--- config.mk ---
export PLATFORM = sky130hd
export DESIGN_NAME = adc_reset_dma_monitor_ctrl
export DESIGN_NICKNAME = d
export VERILOG_FILES = /design/src/logic/adc_ctrl_pkg.sv /design/src/logic/adc_reset_dma_monitor_ctrl.sv /design/src/logic/init_timer.sv /design/src/logic/match_monitor.sv
export VERILOG_INCLUDE_DIRS = /design/src /design/src/logic
export SDC_FILE = /design/constraint.sdc
export NUM_CORES = 1
export LEC_CHECK = 0
export ABC_AREA = 1
export BUFFER_PORTS_ARGS = -buffer_cell sky130_fd_sc_hd__buf_4
export CELL_PAD_IN_SITES_DETAIL_PLACEMENT = 0
export CELL_PAD_IN_SITES_GLOBAL_PLACEMENT = 1
export CORE_UTILIZATION = 31
export DETAILED_ROUTE_END_ITERATION = 12
export GPL_ROUTABILITY_DRIVEN = 0
export HOLD_SLACK_MARGIN = 0.03
export PLACE_DENSITY_LB_ADDON = 0.1
export SLEW_MARGIN = 20
export SYNTH_ARGS = -nofsm -noshare
export SYNTH_HDL_FRONTEND = slang
export SYNTH_SLANG_ARGS = --single-unit
--- constraint.sdc ---
create_clock -name pclk -period 1.65 [get_ports pclk]
set_clock_uncertainty 0.15 [all_clocks]
set_input_delay 0.165 -clock pclk [delete_from_list [all_inputs] [get_ports pclk]]
set_output_delay 0.165 -clock pclk [all_outputs]
set_load 0.02 [all_outputs]
--- src/logic/adc_ctrl_defines.svh ---
// offsets, fields, reset values and timing of the converter control
// assumes 32-bit apb data, one aligned word per register, 40 mhz pclk
//
// Operation
// - key 10 then 01 triggers software reset
// - 3 us initialisation, conversion starts refused
// - bit 1 gates top-priority dma request
// - bit 0 gates normal dma request
// - match count field plus one matches needed
// - interrupt when match counter reaches count
// - bit 7 enables monitor comparisons and interrupt
// - clearing enable clears accumulated match count
// - compare selected channel result, count matches
// - channel codes 0 to 11 only valid
// - monitor works only in repeat modes
`ifndef ADC_CTRL_DEFINES_SVH
`define ADC_CTRL_DEFINES_SVH

// ---------------------------------------------------------------------------
// register byte offsets
// ---------------------------------------------------------------------------
`define OFS_SOFT_RESET      12'h000
`define OFS_DMA_TRIGGER     12'h004
`define OFS_MON0_CONTROL    12'h008
`define OFS_IRQ_STATUS      12'h00c
`define OFS_IRQ_MASK        12'h010
`define OFS_BLOCK_STATE     12'h014

// ---------------------------------------------------------------------------
// field positions and key values
// ---------------------------------------------------------------------------
`define KEY_LSB             0
`define KEY_MSB             1
`define KEY_FIRST           2'h2
`define KEY_SECOND          2'h1
`define DMA_NORMAL_BIT      0
`define DMA_TOP_BIT         1
`define DMA_FIELD_MSB       3
`define MON_CHAN_LSB        0
`define MON_CHAN_MSB        3
`define MON_SEL_BIT         4
`define MON_EN_BIT          7
`define MON_CNT_LSB         8
`define MON_CNT_MSB         11
`define MON_CHAN_LAST       4'hb
`define IRQ_MATCH_BIT       0
`define IRQ_INIT_DONE_BIT   1
`define IRQ_BITS            2

// ---------------------------------------------------------------------------
// reset values
// ---------------------------------------------------------------------------
`define RST_DMA_TRIGGER     4'h0
`define RST_MON0_CONTROL    12'h000
`define RST_IRQ             2'h0

// ---------------------------------------------------------------------------
// timing
// ---------------------------------------------------------------------------
`define INIT_TIME_NS        3000
`define PCLK_PERIOD_NS      25
`define INIT_CYCLES         ((`INIT_TIME_NS + `PCLK_PERIOD_NS - 1) / `PCLK_PERIOD_NS)

`endif

--- src/logic/adc_ctrl_pkg.sv ---
// types shared by the converter control slice
// assumes a 12-bit conversion result by default
package adc_ctrl_pkg;

    // -----------------------------------------------------------------------
    // conversion completion event from the converter core
    // -----------------------------------------------------------------------
    typedef struct packed {
        logic        done;
        logic        top_priority;
        logic [3:0]  channel;
        logic [11:0] result;
    } conv_event_t;

    // -----------------------------------------------------------------------
    // software reset key sequencer
    // -----------------------------------------------------------------------
    typedef enum logic [0:0] {
        KEY_IDLE,
        KEY_ARMED
    } key_state_t;

endpackage : adc_ctrl_pkg

--- src/logic/adc_reset_dma_monitor_ctrl.sv ---
// converter control slice: software reset key, dma trigger gating, comparison monitor 0
// assumes an apb master on pclk
// one-cycle completion events and request pulses
`include "adc_ctrl_defines.svh"
module adc_reset_dma_monitor_ctrl #(
    parameter int RESULT_W    = 12,
    parameter int INIT_CYCLES = `INIT_CYCLES
) (
    input  wire logic                      pclk,
    input  wire logic                      presetn,

    // apb slave
    input  wire logic                      psel,
    input  wire logic                      penable,
    input  wire logic                      pwrite,
    input  wire logic [11:0]               paddr,
    input  wire logic [31:0]               pwdata,
    output logic [31:0]                    prdata,
    output logic                           pready,
    output logic                           pslverr,

    // converter core
    input  wire adc_ctrl_pkg::conv_event_t conv_event,
    input  wire logic                      repeat_mode_active,
    input  wire logic [RESULT_W-1:0]       compare_value,
    input  wire logic                      conv_start_req,
    output logic                           conv_start_grant,
    output logic                           converter_soft_reset,
    output logic                           init_busy,

    // dma controller
    output logic                           normal_dma_req,
    output logic                           top_priority_dma_req,

    // interrupts
    output logic                           monitor0_hit,
    output logic                           irq
);

    // ------------------------------------------------------------------------
    // elaboration checks
    // ------------------------------------------------------------------------

    if (INIT_CYCLES < 1) begin : g_bad_init
        $error("init cycle count must be at least one");
    end

    if (RESULT_W < 1 || RESULT_W > 12) begin : g_bad_result
        $error("result width must be 1 to 12");
    end

    // ------------------------------------------------------------------------
    // apb phase decode
    // ------------------------------------------------------------------------

    wire setup_phase  = psel && !penable;

    wire access_phase = psel && penable;

    wire wr_access    = access_phase && pwrite;

    wire hit_soft_reset = (paddr == `OFS_SOFT_RESET);

    wire hit_dma        = (paddr == `OFS_DMA_TRIGGER);

    wire hit_mon0       = (paddr == `OFS_MON0_CONTROL);

    wire hit_status     = (paddr == `OFS_IRQ_STATUS);

    wire hit_mask       = (paddr == `OFS_IRQ_MASK);

    wire hit_state      = (paddr == `OFS_BLOCK_STATE);

    wire mapped         = hit_soft_reset || hit_dma || hit_mon0
                       || hit_status || hit_mask || hit_state;

    wire wr_soft_reset = wr_access && hit_soft_reset;

    wire wr_dma        = wr_access && hit_dma;

    wire wr_mon0       = wr_access && hit_mon0;

    wire wr_status     = wr_access && hit_status;

    wire wr_mask       = wr_access && hit_mask;

    // ------------------------------------------------------------------------
    // register storage
    // ------------------------------------------------------------------------

    logic [3:0]                dma_trigger_reg;
    logic [3:0]                dma_trigger_next;

    logic [11:0]               mon0_control_reg;
    logic [11:0]               mon0_control_next;

    logic [`IRQ_BITS-1:0]      irq_status_reg;
    logic [`IRQ_BITS-1:0]      irq_status_next;

    logic [`IRQ_BITS-1:0]      irq_mask_reg;
    logic [`IRQ_BITS-1:0]      irq_mask_next;

    logic [31:0]               prdata_reg;
    logic [31:0]               prdata_next;

    adc_ctrl_pkg::key_state_t  key_reg;
    adc_ctrl_pkg::key_state_t  key_next;

    logic                      soft_reset_reg;
    logic                      soft_reset_next;

    logic                      normal_dma_reg;
    logic                      top_dma_reg;

    // ------------------------------------------------------------------------
    // field views
    // ------------------------------------------------------------------------

    wire       mon0_enable    = mon0_control_reg[`MON_EN_BIT];
    wire       mon0_small_sel = mon0_control_reg[`MON_SEL_BIT];
    wire [3:0] mon0_chan_sel  = mon0_control_reg[`MON_CHAN_MSB:`MON_CHAN_LSB];
    wire [3:0] mon0_match_cnt = mon0_control_reg[`MON_CNT_MSB:`MON_CNT_LSB];

    wire       normal_dma_en  = dma_trigger_reg[`DMA_NORMAL_BIT];
    wire       top_dma_en     = dma_trigger_reg[`DMA_TOP_BIT];

    wire [1:0] key_value      = pwdata[`KEY_MSB:`KEY_LSB];

    // ------------------------------------------------------------------------
    // submodule results
    // ------------------------------------------------------------------------

    logic       init_busy_w;
    logic       init_done_w;

    logic [4:0] mon0_count_w;
    logic       mon0_hit_w;

    // ------------------------------------------------------------------------
    // software reset key sequencer
    // ------------------------------------------------------------------------
    always_comb begin
        key_next        = key_reg;
        soft_reset_next = 1'b0;

        case (key_reg)
            adc_ctrl_pkg::KEY_IDLE: begin
                if (wr_soft_reset && key_value == `KEY_FIRST) begin
                    key_next = adc_ctrl_pkg::KEY_ARMED;
                end
            end

            adc_ctrl_pkg::KEY_ARMED: begin
                if (wr_soft_reset) begin
                    if (key_value == `KEY_SECOND) begin
                        soft_reset_next = 1'b1;
                        key_next        = adc_ctrl_pkg::KEY_IDLE;
                    end else if (key_value != `KEY_FIRST) begin
                        key_next = adc_ctrl_pkg::KEY_IDLE;
                    end
                end
            end

            default: begin
                key_next = adc_ctrl_pkg::KEY_IDLE;
            end
        endcase
    end

    always_ff @(posedge pclk or negedge presetn) begin
        if (!presetn) begin
            key_reg        <= adc_ctrl_pkg::KEY_IDLE;
            soft_reset_reg <= 1'b0;
        end else begin
            key_reg        <= key_next;
            soft_reset_reg <= soft_reset_next;
        end
    end

    // ------------------------------------------------------------------------
    // initialisation timer
    // ------------------------------------------------------------------------
    init_timer #(
        .CYCLES     (INIT_CYCLES)
    ) u_init_timer (
        .pclk       (pclk),
        .presetn    (presetn),
        .start      (soft_reset_reg),
        .busy       (init_busy_w),
        .done_pulse (init_done_w)
    );

    wire start_blocked = init_busy_w || soft_reset_reg;

    assign conv_start_grant     = conv_start_req && !start_blocked;

    assign converter_soft_reset = soft_reset_reg;

    assign init_busy            = init_busy_w;

    // ------------------------------------------------------------------------
    // configuration registers
    // ------------------------------------------------------------------------
    assign dma_trigger_next  = wr_dma  ? pwdata[`DMA_FIELD_MSB:0] : dma_trigger_reg;

    assign mon0_control_next = wr_mon0 ? {pwdata[`MON_CNT_MSB:`MON_CNT_LSB],
                                          pwdata[`MON_EN_BIT], 2'b00,
                                          pwdata[`MON_SEL_BIT:`MON_CHAN_LSB]}
                                       : mon0_control_reg;

    assign irq_mask_next     = wr_mask ? pwdata[`IRQ_BITS-1:0] : irq_mask_reg;

    always_ff @(posedge pclk or negedge presetn) begin
        if (!presetn) begin
            dma_trigger_reg  <= `RST_DMA_TRIGGER;
            mon0_control_reg <= `RST_MON0_CONTROL;
            irq_mask_reg     <= `RST_IRQ;
        end else begin
            dma_trigger_reg  <= dma_trigger_next;
            mon0_control_reg <= mon0_control_next;
            irq_mask_reg     <= irq_mask_next;
        end
    end

    // ------------------------------------------------------------------------
    // comparison monitor 0
    // ------------------------------------------------------------------------
    match_monitor #(
        .RESULT_W      (RESULT_W)
    ) u_match_monitor (
        .pclk          (pclk),
        .presetn       (presetn),
        .enable        (mon0_enable),
        .smaller_sel   (mon0_small_sel),
        .channel_sel   (mon0_chan_sel),
        .match_count   (mon0_match_cnt),
        .compare_value (compare_value),
        .repeat_mode   (repeat_mode_active),
        .clear         (soft_reset_reg),
        .ev            (conv_event),
        .count         (mon0_count_w),
        .hit_pulse     (mon0_hit_w)
    );

    assign monitor0_hit = mon0_hit_w;

    // ------------------------------------------------------------------------
    // dma request gating
    // ------------------------------------------------------------------------

    wire normal_event = conv_event.done && !conv_event.top_priority;

    wire top_event    = conv_event.done && conv_event.top_priority;

    always_ff @(posedge pclk or negedge presetn) begin
        if (!presetn) begin
            normal_dma_reg <= 1'b0;
            top_dma_reg    <= 1'b0;
        end else begin
            normal_dma_reg <= normal_event && normal_dma_en;
            top_dma_reg    <= top_event && top_dma_en;
        end
    end

    assign normal_dma_req       = normal_dma_reg;

    assign top_priority_dma_req = top_dma_reg;

    // ------------------------------------------------------------------------
    // interrupt status, set wins over write-one-clear
    // ------------------------------------------------------------------------
    logic [`IRQ_BITS-1:0] irq_set;

    logic [`IRQ_BITS-1:0] irq_clr;

    always_comb begin
        irq_set                     = '0;

        irq_set[`IRQ_MATCH_BIT]     = mon0_hit_w;
        irq_set[`IRQ_INIT_DONE_BIT] = init_done_w;

        irq_clr                     = wr_status ? pwdata[`IRQ_BITS-1:0] : '0;
    end

    for (genvar i = 0; i < `IRQ_BITS; i++) begin : g_irq_bit
        assign irq_status_next[i] = irq_set[i] || (irq_status_reg[i] && !irq_clr[i]);
    end

    always_ff @(posedge pclk or negedge presetn) begin
        if (!presetn) begin
            irq_status_reg <= `RST_IRQ;
        end else begin
            irq_status_reg <= irq_status_next;
        end
    end

    assign irq = |(irq_status_reg & irq_mask_reg);

    // ------------------------------------------------------------------------
    // read data, captured in the setup cycle
    // ------------------------------------------------------------------------

    wire [31:0] rd_dma    = {28'h0, dma_trigger_reg};

    wire [31:0] rd_mon0   = {20'h0, mon0_control_reg};

    wire [31:0] rd_status = {30'h0, irq_status_reg};

    wire [31:0] rd_mask   = {30'h0, irq_mask_reg};

    wire [31:0] rd_state  = {23'h0, mon0_count_w, 2'b00,
                             (key_reg == adc_ctrl_pkg::KEY_ARMED), init_busy_w};

    wire [31:0] rd_mux    = hit_dma    ? rd_dma    :
                            hit_mon0   ? rd_mon0   :
                            hit_status ? rd_status :
                            hit_mask   ? rd_mask   :
                            hit_state  ? rd_state  : 32'h0;

    assign prdata_next = (setup_phase && !pwrite) ? rd_mux : prdata_reg;

    always_ff @(posedge pclk or negedge presetn) begin
        if (!presetn) begin
            prdata_reg <= 32'h0;
        end else begin
            prdata_reg <= prdata_next;
        end
    end

    // ------------------------------------------------------------------------
    // apb answer
    // ------------------------------------------------------------------------

    assign prdata  = prdata_reg;

    assign pready  = 1'b1;

    assign pslverr = access_phase && !mapped;

endmodule : adc_reset_dma_monitor_ctrl

--- src/logic/init_timer.sv ---
// initialisation timer started by a software reset
// assumes start is a one-cycle pulse on pclk
`include "adc_ctrl_defines.svh"
module init_timer #(
    parameter int CYCLES = `INIT_CYCLES
) (
    input  wire logic pclk,
    input  wire logic presetn,
    input  wire logic start,
    output logic      busy,
    output logic      done_pulse
);
    localparam int CW = $clog2(CYCLES + 1);

    if (CYCLES < 1) begin : g_bad_cycles
        $error("init_timer needs at least one cycle");
    end

    logic [CW-1:0] count_reg;
    logic          done_reg;
    wire           last = (count_reg == CW'(1));

    always_ff @(posedge pclk or negedge presetn) begin
        if (!presetn) begin
            count_reg <= '0;
            done_reg  <= 1'b0;
        end else begin
            done_reg <= 1'b0;
            if (start) begin
                count_reg <= CW'(CYCLES);
            end else if (count_reg != '0) begin
                count_reg <= count_reg - CW'(1);
                done_reg  <= last;
            end
        end
    end

    assign busy       = (count_reg != '0);
    assign done_pulse = done_reg;
endmodule : init_timer

--- src/logic/match_monitor.sv ---
// comparison monitor: counts matching results of one channel
// assumes one conversion event per completion, held for one cycle
`include "adc_ctrl_defines.svh"
module match_monitor #(
    parameter int RESULT_W = 12
) (
    input  wire logic                      pclk,
    input  wire logic                      presetn,
    input  wire logic                      enable,
    input  wire logic                      smaller_sel,
    input  wire logic [3:0]                channel_sel,
    input  wire logic [3:0]                match_count,
    input  wire logic [RESULT_W-1:0]       compare_value,
    input  wire logic                      repeat_mode,
    input  wire logic                      clear,
    input  wire adc_ctrl_pkg::conv_event_t ev,
    output logic [4:0]                     count,
    output logic                           hit_pulse
);
    if (RESULT_W < 1 || RESULT_W > 12) begin : g_bad_width
        $error("match_monitor result width must be 1 to 12");
    end

    logic [4:0] count_reg;
    logic       hit_reg;

    wire [RESULT_W-1:0] res      = ev.result[RESULT_W-1:0];
    wire chan_ok   = (channel_sel <= `MON_CHAN_LAST);
    wire sample    = ev.done && (ev.channel == channel_sel) && chan_ok;
    wire active    = enable && repeat_mode && sample;
    wire is_match  = smaller_sel ? (res < compare_value)
                                 : (res > compare_value);
    wire [4:0] target = {1'b0, match_count} + 5'h01;
    wire [4:0] bumped = count_reg + 5'h01;
    wire reached   = active && is_match && (bumped == target);

    always_ff @(posedge pclk or negedge presetn) begin
        if (!presetn) begin
            count_reg <= 5'h00;
            hit_reg   <= 1'b0;
        end else begin
            hit_reg <= reached;
            if (!enable || clear) begin
                count_reg <= 5'h00;
            end else if (reached) begin
                count_reg <= 5'h00;
            end else if (active && is_match) begin
                count_reg <= bumped;
            end
        end
    end

    assign count     = count_reg;
    assign hit_pulse = hit_reg;
endmodule : match_monitor

==> tab_implementation.tex, run 1 <==
\begin{tabular}{lr}
\hline
Metric & Value \\
\hline
\multicolumn{2}{l}{\textbf{Detailed routing}} \\
Average wire per cell in the routed design & 12.14 µm \\
Number of nets with antenna violations after detailed routing & 0 \\
Number of vias after detailed routing & 3066 \\
Total detailed-routing wirelength & 8524 µm \\
Detailed Routing Iterations Pass 1 & 4 \\
DR DRC count & 0 \\
Via-to-Cell Ratio & 4.368 \\
Starting DRT DRC Count & 75 \\
\multicolumn{2}{l}{\textbf{Status}} \\
Violated checks & setup timing \\
Result of the run & complete, but fails checks \\
\multicolumn{2}{l}{\textbf{Setup path}} \\
Setup slack on the worst flop-to-flop path & -0.13 ns \\
Signal arrival time at the worst endpoint & 1.64 ns \\
Critical path startpoint category & flop \\
Startpoint of the most critical register-to-register path & u\_init\_timer.count\_reg[5] \\
Number of cells traversed by the worst register-to-register path & 11 \\
Required time reported for the critical path endpoint & 1.33 ns \\
Critical register-to-register path endpoint & prdata[0] \\
Highest fanout seen on the critical path & 2 \\
Startpoint-to-endpoint class of the critical path & flop to primary output \\
Worst setup EP type & primary output \\
\multicolumn{2}{l}{\textbf{STA}} \\
Final critical-path share of the clock period & 118.5\% \\
\# setup viols final & 12 \\
Setup WS post-layout & -0.3052 ns \\
Final Max Slew Viols & 0 \\
Unrepaired setup endpoints after global routing & yes \\
Final count of hold timing violations & 0 \\
Timing-limited maximum frequency & 0.5115 GHz \\
Actual slew at the worst max-slew pin & 0.6201 ns \\
Worst hold margin & 0.04125 ns \\
Minimum period implied by the final worst setup slack & 1.955 ns \\
Tightest slew margin relative to the limit & 58.66\% \\
\multicolumn{2}{l}{\textbf{Logic synthesis}} \\
Post-synthesis simple-gate area fraction & 28.95\% \\
Most frequently used flop master after synthesis & dfrtp\_1 \\
Adder-Cell Fraction of Synth Area & 6.733\% \\
Number of enable flip-flop cells after synthesis & 0 \\
Gate count after technology mapping & 424 \\
Fraction of synthesized area in multiplexers & 0.4752\% \\
Syn. warnings & 0 \\
Post-synthesis xor/xnor area fraction & 1.109\% \\
Combinational family with the most area after synthesis & simple AND/OR/NAND/NOR gates \\
Number of distinct library cells after synthesis & 38 \\
Most frequent cell after synthesis & nand2\_1 \\
Async S/R FF share, synth & 100.0\% \\
Post-synthesis cell area & 3159 µm² \\
Dominant cells by area after synthesis & dfrtp\_1 38\%, nand2\_1 12\%, inv\_1 8.3\% \\
Syn\_area\_per\_cell & 7.451 µm² \\
Part of the Yosys area used for sequential elements & 38.02\% \\
Yosys top cell area share & 38.02\% \\
Fraction of the mapped netlist area in compound gates & 10.42\% \\
Ranking of synthesized cells by instance count & 101 x nand2\_1, 70 x inv\_1, 48 x dfrtp\_1 \\
Area leader, netlist & dfrtp\_1 \\
Post-synthesis sequential element count & 48 \\
\multicolumn{2}{l}{\textbf{Clocking}} \\
Number of buffers created by CTS & 5 \\
Count of H-tree levels built during CTS & 2 \\
Register clock-pin slew on the reported worst setup and hold paths & 0.09 ns \\
TritonCTS clock tree & built \\
Clock latency on the worst-skew pair & 0.30 ns \\
CTS Sinks & 48 \\
Root cell of the clock tree & clkbuf\_8 \\
Maximum root-to-sink buffer count & 2 \\
\multicolumn{2}{l}{\textbf{Placement}} \\
Quantity of I/O buffers inserted on ports & 78 \\
Cell Count Post-Placement & 674 \\
HPWL reported at the end of detailed placement & 6718 µm \\
\multicolumn{2}{l}{\textbf{Cells and area}} \\
Number of nets in the layout & 667 \\
Share of cells above drive strength 1 & 32.51\% \\
Area growth from synthesis to layout & 47.09\% \\
Total inserted antenna cells & 0 \\
Share of the core filled with cells & 47.32\% \\
Post-Layout Cell Count & 702 \\
Max FFs per register & 12 \\
\multicolumn{2}{l}{\textbf{Hold path}} \\
Startpoint of the most critical hold path & pwdata[0] \\
Class of the tightest hold or removal check & input port to flop \\
Cell count of the worst hold path & 3 \\
Hold EP & irq\_status\_reg[0] \\
\multicolumn{2}{l}{\textbf{Floorplan}} \\
Starting density of the core & 32.17\% \\
Die outline area & 10600 µm² \\
Die extent in y & 103.0 µm \\
I/O pin count & 122 \\
Die width & 103.0 µm \\
Core ar. & 9819 µm² \\
Row count & 36 \\
\multicolumn{2}{l}{\textbf{Run}} \\
Number of maximum-capacitance violations & 0 \\
\multicolumn{2}{l}{\textbf{Global routing}} \\
Number of antenna violations at the first check in global routing & 0 \\
All-layer global routing usage & 17.02\% \\
Remaining Overflow, GRT & 0 \\
First-pass GRT wire length & 13970 µm \\
Maximum number of pins on one net before global-route repair & 49 \\
Number of global-route vias before repair & 3020 \\
\multicolumn{2}{l}{\textbf{Pwr}} \\
Worst vdd ir & 0.5879 mV \\
Standby leakage power & 2.567 nW \\
Power density of the placed cells & 763.2 nW/µm² \\
\hline
\end{tabular}
[final cells by class]
type	count	area, µm²
clock buffers	5	68.82
clock inverters	2	60.06
fillers	1014	5172
inverters	71	266.5
multi-input cells	300	1737
flip-flops and latches	48	1202
well taps	133	166.4
repair buffers	143	1146
[timing repair]
action / CTS / global route
hold buffers: 13 / 0
pin swaps: 13 / 14
hold endpoints to repair: 60 / 0
gates resized for setup: 31 / 13
buffers inserted: 5 / 4
endpoints found under the setup margin: 13 / 15
[power breakdown]
part / leakage, nW / internal, mW / switching [mW]
logic: 1.89 / 0.601 / 0.586
clock network: 0.0642 / 0.597 / 0.407
registers: 0.614 / 1.28 / 0.0717
[worst max-delay path by stage]
stage	startpoint	cells past startpoint	slack (ns)	end
final	u_init_timer.count_reg[5]	9	-0.31	conv_start_grant
after global routing	u_init_timer.count_reg[4]	9	-0.42	conv_start_grant
after CTS	u_init_timer.count_reg[4]	9	-0.33	conv_start_grant
after detailed placement	conv_event[11]	12	-0.18	u_match_monitor.count[0]
after global placement	u_match_monitor.count[0]	11	-0.15	u_match_monitor.count[0]
after floorplan	u_match_monitor.count[0]	9	0.001	u_match_monitor.count[1]
[cells in the final DEF, fill, tap and decap left out, types with 7 or more instances in the layout]
master	netlist	final
inv_1	70	67
nor2_1	40	31
o21ai_0	15	14
dfrtp_1	48	47
nor2_4	2	7
conb_1	2	21
nand3_1	34	29
ha_1	17	15
a21oi_1	10	8
nand2_1	101	94
a21oi_2	5	7
nand4_1	12	12
dlygate4sd3_1	0	13
buf_4	21	124
[metal layers]
layer / GRT usage (%) / wire, µm / vias to the layer above
li1: - / - / 1609
met1: 21.18 / 3779 / 1405
met5: 0 / 0 / -
met2: 31.54 / 4467 / 48
met4: 2.925 / 43 / 0
met3: 2.373 / 232 / 4
[worst max-delay path: stages (launching register included)]
cell	delay (ns)
dfrtp_1	0.38
nor2_1	0.11
inv_1	0.06
or2_1	0.25
nor2_2	0.13
inv_2	0.07
nor2_4	0.11
inv_2	0.06
nor2_4	0.07
buf_6	0.11
[stage by stage]
step / instance area, µm² / setup WS, ns / power (mW) / setup TNS (ns)
finish: 4647 / -0.3052 / 3.546 / -1.190
global route: 4647 / -0.4174 / 3.766 / -2.311
CTS: 4591 / -0.3349 / 3.529 / -1.187
detailed placement: 4168 / -0.1822 / 2.364 / -1.295
global placement: 4168 / -0.1538 / 2.340 / -1.221
floorplan: 3238 / 0.001487 / 1.909 / 0
[cells by family after synthesis]
| family | after synthesis |
|---|---|
| mux | 1 |
| simple gates | 205 |
| buf+inv | 95 |
| flops | 48 |
| compound gates | 52 |
| fa+ha+maj | 17 |
| xor+xnor | 4 |
| other cells | 2 |
(Power assumes the default switching activity.)
==> run 2, diff against run 1 <==
--- a/config.mk
+++ b/config.mk
@@ -14,7 +14,7 @@
 export DETAILED_ROUTE_END_ITERATION = 12
 export GPL_ROUTABILITY_DRIVEN = 0
 export HOLD_SLACK_MARGIN = 0.03
-export PLACE_DENSITY_LB_ADDON = 0.1
+export PLACE_DENSITY_LB_ADDON = 0.2
 export SLEW_MARGIN = 20
 export SYNTH_ARGS = -nofsm -noshare
 export SYNTH_HDL_FRONTEND = slang
==> run 2 against run 1 <==
  * The run still ends with setup timing left
  * Global-route usage down 0.37 points
  * Fmax is 0.30% higher
  * Die area stayed put
  * Core utilization is 0.94 points lower
  * Register-to-register slack improved by 0.10 ns
  * Sequential share of layout area grew 0.53 points
  * Hold slack improved by 0.010 ns
  * Total power shrank 6.7%
  * Non-clock buffer count fell by 7
  * Critical path depth did not move
  * Worst setup slack gained 0.0058 ns
  * Via count down 1.1%
==> tab_implementation.tex, run 2 (synthesized netlist as in run 1, its figures left out) <==
\begin{tabular}{lr}
\hline
Metric & Value \\
\hline
\multicolumn{2}{l}{\textbf{Status}} \\
Result of the run & complete, but fails checks \\
Violated checks & setup timing \\
\multicolumn{2}{l}{\textbf{STA}} \\
Setup WS post-layout & -0.2994 ns \\
Final-layout setup total negative slack & -0.6483 ns \\
Final count of hold timing violations & 0 \\
Actual slew at the worst max-slew pin & 0.6388 ns \\
\# setup viols final & 9 \\
Final Max Slew Viols & 0 \\
Unrepaired setup endpoints after global routing & yes \\
Timing-limited maximum frequency & 0.5130 GHz \\
Final critical-path share of the clock period & 118.1\% \\
Minimum period implied by the final worst setup slack & 1.949 ns \\
Tightest slew margin relative to the limit & 57.42\% \\
\multicolumn{2}{l}{\textbf{Cells and area}} \\
Area growth from synthesis to layout & 44.16\% \\
Total inserted antenna cells & 0 \\
Max FFs per register & 12 \\
Most used cells in the layout excluding fill and tap cells & 119 x buf\_4, 94 x nand2\_1, 65 x inv\_1 \\
Post-Layout Cell Count & 694 \\
Number of nets in the layout & 660 \\
Share of cells above drive strength 1 & 31.91\% \\
Leading cell type in the layout, fill and taps excluded & buf\_4 \\
\multicolumn{2}{l}{\textbf{Floorplan}} \\
I/O pin count & 122 \\
Core ar. & 9819 µm² \\
Die width & 103.0 µm \\
Row count & 36 \\
Die extent in y & 103.0 µm \\
Starting density of the core & 32.17\% \\
Die outline area & 10600 µm² \\
\multicolumn{2}{l}{\textbf{Pwr}} \\
Relative contribution of combinational cells to total power & 34.1\% \\
Net switching share of the total power & 30.82\% \\
Proportion of power drawn by the clock network & 25.0\% \\
Worst vdd ir & 0.5120 mV \\
Portion of total power attributed to sequential cells & 40.9\% \\
Cell Int Power & 2.288 mW \\
Power density of the placed cells & 726.4 nW/µm² \\
Standby leakage power & 2.503 nW \\
Reported net switching power & 1.020 mW \\
\multicolumn{2}{l}{\textbf{Setup path}} \\
CP startpoint & u\_init\_timer.count\_reg[5] \\
Cell with the biggest individual delay on the critical path & dfrtp\_1 \\
Number of cells traversed by the worst register-to-register path & 10 \\
Critical path buffer and inverter count & 4 \\
Highest fanout seen on the critical path & 2 \\
Peak per-stage delay on the critical path & 0.39 ns \\
Cell family with most CP delay & simple AND/OR/NAND/NOR gates \\
Critical register-to-register path endpoint & prdata[0] \\
Setup slack on the worst flop-to-flop path & -0.03 ns \\
Termination of the worst setup path & conv\_start\_grant \\
Startpoint of the most critical register-to-register path & u\_init\_timer.count\_reg[5] \\
Signal arrival time at the worst endpoint & 1.63 ns \\
Cell chain of the critical path & nor2\_1, inv\_1, or2\_1, nor2\_2, inv\_2, nor2\_4, inv\_2, nor2\_4, buf\_6 \\
CP Depth & 9 \\
Startpoint-to-endpoint class of the critical path & flop to primary output \\
Required time reported for the critical path endpoint & 1.33 ns \\
Critical path startpoint category & flop \\
Worst setup EP type & primary output \\
\multicolumn{2}{l}{\textbf{Global routing}} \\
Number of global-route vias before repair & 2939 \\
Remaining Overflow, GRT & 0 \\
Maximum number of pins on one net before global-route repair & 49 \\
Number of antenna violations at the first check in global routing & 0 \\
First-pass GRT wire length & 13600 µm \\
All-layer global routing usage & 16.65\% \\
\multicolumn{2}{l}{\textbf{Clocking}} \\
Clock latency on the worst-skew pair & 0.30 ns \\
Root cell of the clock tree & clkbuf\_8 \\
CTS Sinks & 48 \\
Count of H-tree levels built during CTS & 2 \\
Register clock-pin slew on the reported worst setup and hold paths & 0.09 ns \\
Number of buffers created by CTS & 5 \\
Maximum root-to-sink buffer count & 2 \\
TritonCTS clock tree & built \\
\multicolumn{2}{l}{\textbf{Detailed routing}} \\
Number of nets with antenna violations after detailed routing & 0 \\
Average wire per cell in the routed design & 11.84 µm \\
Number of vias after detailed routing & 3033 \\
DR DRC count & 0 \\
Starting DRT DRC Count & 99 \\
Via-to-Cell Ratio & 4.370 \\
Total detailed-routing wirelength & 8214 µm \\
Detailed Routing Iterations Pass 1 & 4 \\
\multicolumn{2}{l}{\textbf{Hold path}} \\
Class of the tightest hold or removal check & input port to flop \\
Cell count of the worst hold path & 3 \\
\multicolumn{2}{l}{\textbf{Run}} \\
Number of maximum-capacitance violations & 0 \\
\multicolumn{2}{l}{\textbf{Placement}} \\
Cell Count Post-Placement & 671 \\
Quantity of I/O buffers inserted on ports & 78 \\
HPWL reported at the end of detailed placement & 6505 µm \\
\hline
\end{tabular}
## run 2: timing repair
action | 4_1_cts | 5_1_grt
buffers inserted | 3 | 1
hold buffers | 13 | 0
cloned | 0 | 0
resized for setup | 27 | 17
pin swaps | 14 | 20
endpoints found under the setup margin | 12 | 14
endpoints found under the hold margin | 61 | 0
## run 2: cell type report
cell class	count	area, µm²
clock buffer	5	68.82
clock inverter	1	30.03
fill	1034	5265
inverter	71	266.5
multi-input combinational	300	1743
sequential	48	1202
tap	133	166.4
timing repair buffer	136	1077
## run 2: worst min path at each step
stage	startpoint	to	slack [ns]
floorplan	presetn	converter_soft_reset	-0.28
global placement	presetn	mon0_control_reg[7]	0.08
detailed placement	presetn	mon0_control_reg[4]	0.08
CTS	pwdata[0]	irq_status_reg[0]	0.04
global route	pwdata[0]	irq_status_reg[0]	0.07
finish	pwdata[0]	irq_status_reg[0]	0.05
## run 2: stage by stage
step	total power [mW]	area, µm²	util [%]	hold WS [ns]	setup WS (ns)
2_1_floorplan	1.909	3238	-	-0.2806	0.001487
3_3_place_gp	2.331	4133	42.09	0.08426	-0.1932
3_5_place_dp	2.348	4133	42.09	0.08214	-0.1700
4_1_cts	3.302	4488	45.71	0.04160	-0.3299
5_1_grt	3.538	4554	46.38	0.06930	-0.4309
6_report	3.308	4554	46.38	0.05151	-0.2994
## run 2: power by group through the flow
stage,Clock [mW],Combinational [mW],Sequential (mW)
after floorplan,0,0.534,1.38
after global placement,0,0.964,1.37
after detailed placement,0,0.979,1.37
after CTS,0.860,1.09,1.35
after global routing,0.912,1.26,1.37
final,0.828,1.13,1.35
## run 2: worst register-to-register path, stage by stage, from the launching register on
cell and delay [ns]:
dfrtp_1 0.39, nor2_1 0.10, inv_1 0.05, or2_1 0.24
nor2_2 0.12, buf_4 0.14, nand2_4 0.07, nand2_2 0.07
nand4_1 0.10, nand2_1 0.09, nand3_1 0.06
## run 2: per-layer routing
layer	GRT usage [%]	vias to the layer above	routed length, µm
li1	-	1592	-
met1	21.09	1358	3689
met2	29.18	68	4072
met3	2.915	15	313
met4	4.442	0	138
met5	0	-	0
==> run 3, diff against run 2 <==
--- a/config.mk
+++ b/config.mk
@@ -10,11 +10,12 @@
 export BUFFER_PORTS_ARGS = -buffer_cell sky130_fd_sc_hd__buf_4
 export CELL_PAD_IN_SITES_DETAIL_PLACEMENT = 0
 export CELL_PAD_IN_SITES_GLOBAL_PLACEMENT = 1
+export CORE_MARGIN = 8
 export CORE_UTILIZATION = 31
 export DETAILED_ROUTE_END_ITERATION = 12
 export GPL_ROUTABILITY_DRIVEN = 0
 export HOLD_SLACK_MARGIN = 0.03
-export PLACE_DENSITY_LB_ADDON = 0.2
+export PLACE_DENSITY_LB_ADDON = 0.12
 export SLEW_MARGIN = 20
 export SYNTH_ARGS = -nofsm -noshare
 export SYNTH_HDL_FRONTEND = slang
==> run 3 against run 2 <==
  * The run still ends with setup timing left
  * Hold slack gained 0.040 ns
  * Die area grew 29%
  * Core utilization rose by 0.71 points
  * Via count is 2.0% higher
  * Sequential share of layout area decreased by 1.1 points
  * Count of clock-buffer cells in the layout up 1
  * Design area up 4.3%
  * Total power rose by 12%
  * Worst setup slack got worse by 0.051 ns
  * Non-clock buffer count rose by 9
==> tab_implementation.tex, run 3 (synthesized netlist as in run 1, its figures left out) <==
\begin{tabular}{lr}
\hline
Metric & Value \\
\hline
\multicolumn{2}{l}{\textbf{Global routing}} \\
All-layer global routing usage & 13.83\% \\
Remaining Overflow, GRT & 0 \\
Number of global-route vias before repair & 3270 \\
Number of antenna violations at the first check in global routing & 0 \\
Maximum number of pins on one net before global-route repair & 49 \\
First-pass GRT wire length & 15010 µm \\
\multicolumn{2}{l}{\textbf{Pwr}} \\
Standby leakage power & 2.605 nW \\
Power density of the placed cells & 782.9 nW/µm² \\
Worst vdd ir & 0.4978 mV \\
\multicolumn{2}{l}{\textbf{Cells and area}} \\
Max FFs per register & 12 \\
Share of cells above drive strength 1 & 34.97\% \\
Filler cell count & 1052 \\
Most used cells in the layout excluding fill and tap cells & 117 x buf\_4, 89 x nand2\_1, 66 x inv\_1 \\
Leading cell type in the layout, fill and taps excluded & buf\_4 \\
Area growth from synthesis to layout & 50.42\% \\
Multi-input gate area & 1798 µm² \\
FF+latch area & 1202 µm² \\
Number of nets in the layout & 669 \\
Post-layout instance area & 4752 µm² \\
Total inserted antenna cells & 0 \\
\multicolumn{2}{l}{\textbf{STA}} \\
\# setup viols final & 12 \\
Minimum period implied by the final worst setup slack & 2.000 ns \\
Final critical-path share of the clock period & 121.2\% \\
Final count of hold timing violations & 0 \\
Setup WS post-layout & -0.3500 ns \\
Final Max Slew Viols & 0 \\
Tightest slew margin relative to the limit & 57.68\% \\
Timing-limited maximum frequency & 0.5000 GHz \\
Actual slew at the worst max-slew pin & 0.6348 ns \\
Unrepaired setup endpoints after global routing & yes \\
\multicolumn{2}{l}{\textbf{Floorplan}} \\
Core ar. & 10090 µm² \\
Die width & 117.0 µm \\
I/O pin count & 122 \\
Die outline area & 13680 µm² \\
Starting density of the core & 31.30\% \\
Die extent in y & 117.0 µm \\
Row count & 37 \\
\multicolumn{2}{l}{\textbf{Setup path}} \\
Worst setup EP type & primary output \\
Highest fanout seen on the critical path & 2 \\
Cell chain of the critical path & nor2\_1, inv\_1, or2\_1, nor2\_2, inv\_2, nor2\_4, inv\_2, nor2\_4, buf\_6 \\
Peak per-stage delay on the critical path & 0.39 ns \\
Critical path startpoint category & flop \\
Startpoint of the most critical register-to-register path & u\_init\_timer.count\_reg[4] \\
CP startpoint & u\_init\_timer.count\_reg[4] \\
Startpoint-to-endpoint class of the critical path & flop to primary output \\
Number of cells traversed by the worst register-to-register path & 12 \\
Critical path buffer and inverter count & 4 \\
Cell with the biggest individual delay on the critical path & dfrtp\_1 \\
Setup slack on the worst flop-to-flop path & -0.18 ns \\
Critical register-to-register path endpoint & u\_init\_timer.count\_reg[6] \\
Required time reported for the critical path endpoint & 1.33 ns \\
Signal arrival time at the worst endpoint & 1.68 ns \\
Cell family with most CP delay & simple AND/OR/NAND/NOR gates \\
CP Depth & 9 \\
Termination of the worst setup path & conv\_start\_grant \\
\multicolumn{2}{l}{\textbf{Detailed routing}} \\
Starting DRT DRC Count & 71 \\
Via-to-Cell Ratio & 4.370 \\
Number of vias after detailed routing & 3094 \\
Total detailed-routing wirelength & 9097 µm \\
Number of nets with antenna violations after detailed routing & 0 \\
DR DRC count & 0 \\
Detailed Routing Iterations Pass 1 & 4 \\
Average wire per cell in the routed design & 12.85 µm \\
\multicolumn{2}{l}{\textbf{Status}} \\
Violated checks & setup timing \\
Result of the run & complete, but fails checks \\
\multicolumn{2}{l}{\textbf{Clocking}} \\
CTS Sinks & 48 \\
Maximum root-to-sink buffer count & 2 \\
Root cell of the clock tree & clkbuf\_8 \\
Count of H-tree levels built during CTS & 2 \\
Number of buffers created by CTS & 5 \\
Clock latency on the worst-skew pair & 0.30 ns \\
Register clock-pin slew on the reported worst setup and hold paths & 0.10 ns \\
TritonCTS clock tree & built \\
\multicolumn{2}{l}{\textbf{Placement}} \\
Quantity of I/O buffers inserted on ports & 78 \\
HPWL reported at the end of detailed placement & 7113 µm \\
Worst setup timing slack at the placement stage & -0.2312 ns \\
Area of placed instances & 4141 µm² \\
\multicolumn{2}{l}{\textbf{Run}} \\
Number of maximum-capacitance violations & 0 \\
\multicolumn{2}{l}{\textbf{Hold path}} \\
Class of the tightest hold or removal check & input port to flop \\
\hline
\end{tabular}
## run 3: tightest hold or removal path: stages
cell and delay (ns):
buf_4 0.11, inv_1 0.06, nor4_1 0.06, o21bai_1 0.12
## run 3: cell type report
class | instances | share of cell area [%]
flip-flops and latches | 48 | 25.30
multi-input cells | 300 | 37.84
well taps | 136 | 3.581
repair buffers | 145 | 25.12
clock inverters | 2 | 0.8162
clock buffers | 6 | 1.738
inverters | 71 | 5.608
## run 3: report_power, final
group          total (mW)  switching, mW  leakage (nW)  internal (mW)
registers            1.35         0.0697         0.614           1.28
logic                1.45          0.654          1.93          0.794
clock network       0.918          0.421        0.0614          0.496
## run 3: how the worst min path moves through the flow
stage,from,to,cells past startpoint
3_3_place_gp,presetn,prdata[8],1
3_5_place_dp,presetn,prdata[8],1
6_report,pwrite,irq_status_reg[1],4
5_1_grt,pwrite,irq_status_reg[1],4
2_1_floorplan,presetn,converter_soft_reset,0
4_1_cts,pwrite,irq_status_reg[1],4
## run 3: routing by layer
| metal | track usage, % | routed length (µm) |
|---|---|---|
| met5 | 0 | 0 |
| met4 | 3.840 | 113 |
| met3 | 2.976 | 473 |
| met2 | 24.05 | 4442 |
| met1 | 16.84 | 4067 |
## run 3: timing repair
| action | in CTS | in global routing |
|---|---|---|
| endpoints found under the setup margin | 11 | 16 |
| resized for setup | 27 | 40 |
| gates cloned | 0 | 0 |
| hold buffers | 14 | 0 |
| hold endpoints to repair | 61 | 0 |
| pin swaps | 10 | 17 |
| buffers inserted | 12 | 5 |
## run 3: through the flow
| stage | cells | power, mW | hold slack [ns] | setup TNS, ns | utilization, % |
|---|---|---|---|---|---|
| after floorplan | 443 | 1.909 | -0.2806 | 0 | - |
| after global placement | 673 | 2.329 | 0.08748 | -1.322 | 41.04 |
| after detailed placement | 673 | 2.342 | 0.09103 | -1.339 | 41.04 |
| after CTS | 705 | 3.603 | 0.09102 | -1.418 | 45.41 |
| after global routing | 708 | 3.949 | 0.1330 | -2.386 | 47.09 |
| final | 708 | 3.720 | 0.09116 | -1.246 | 47.09 |
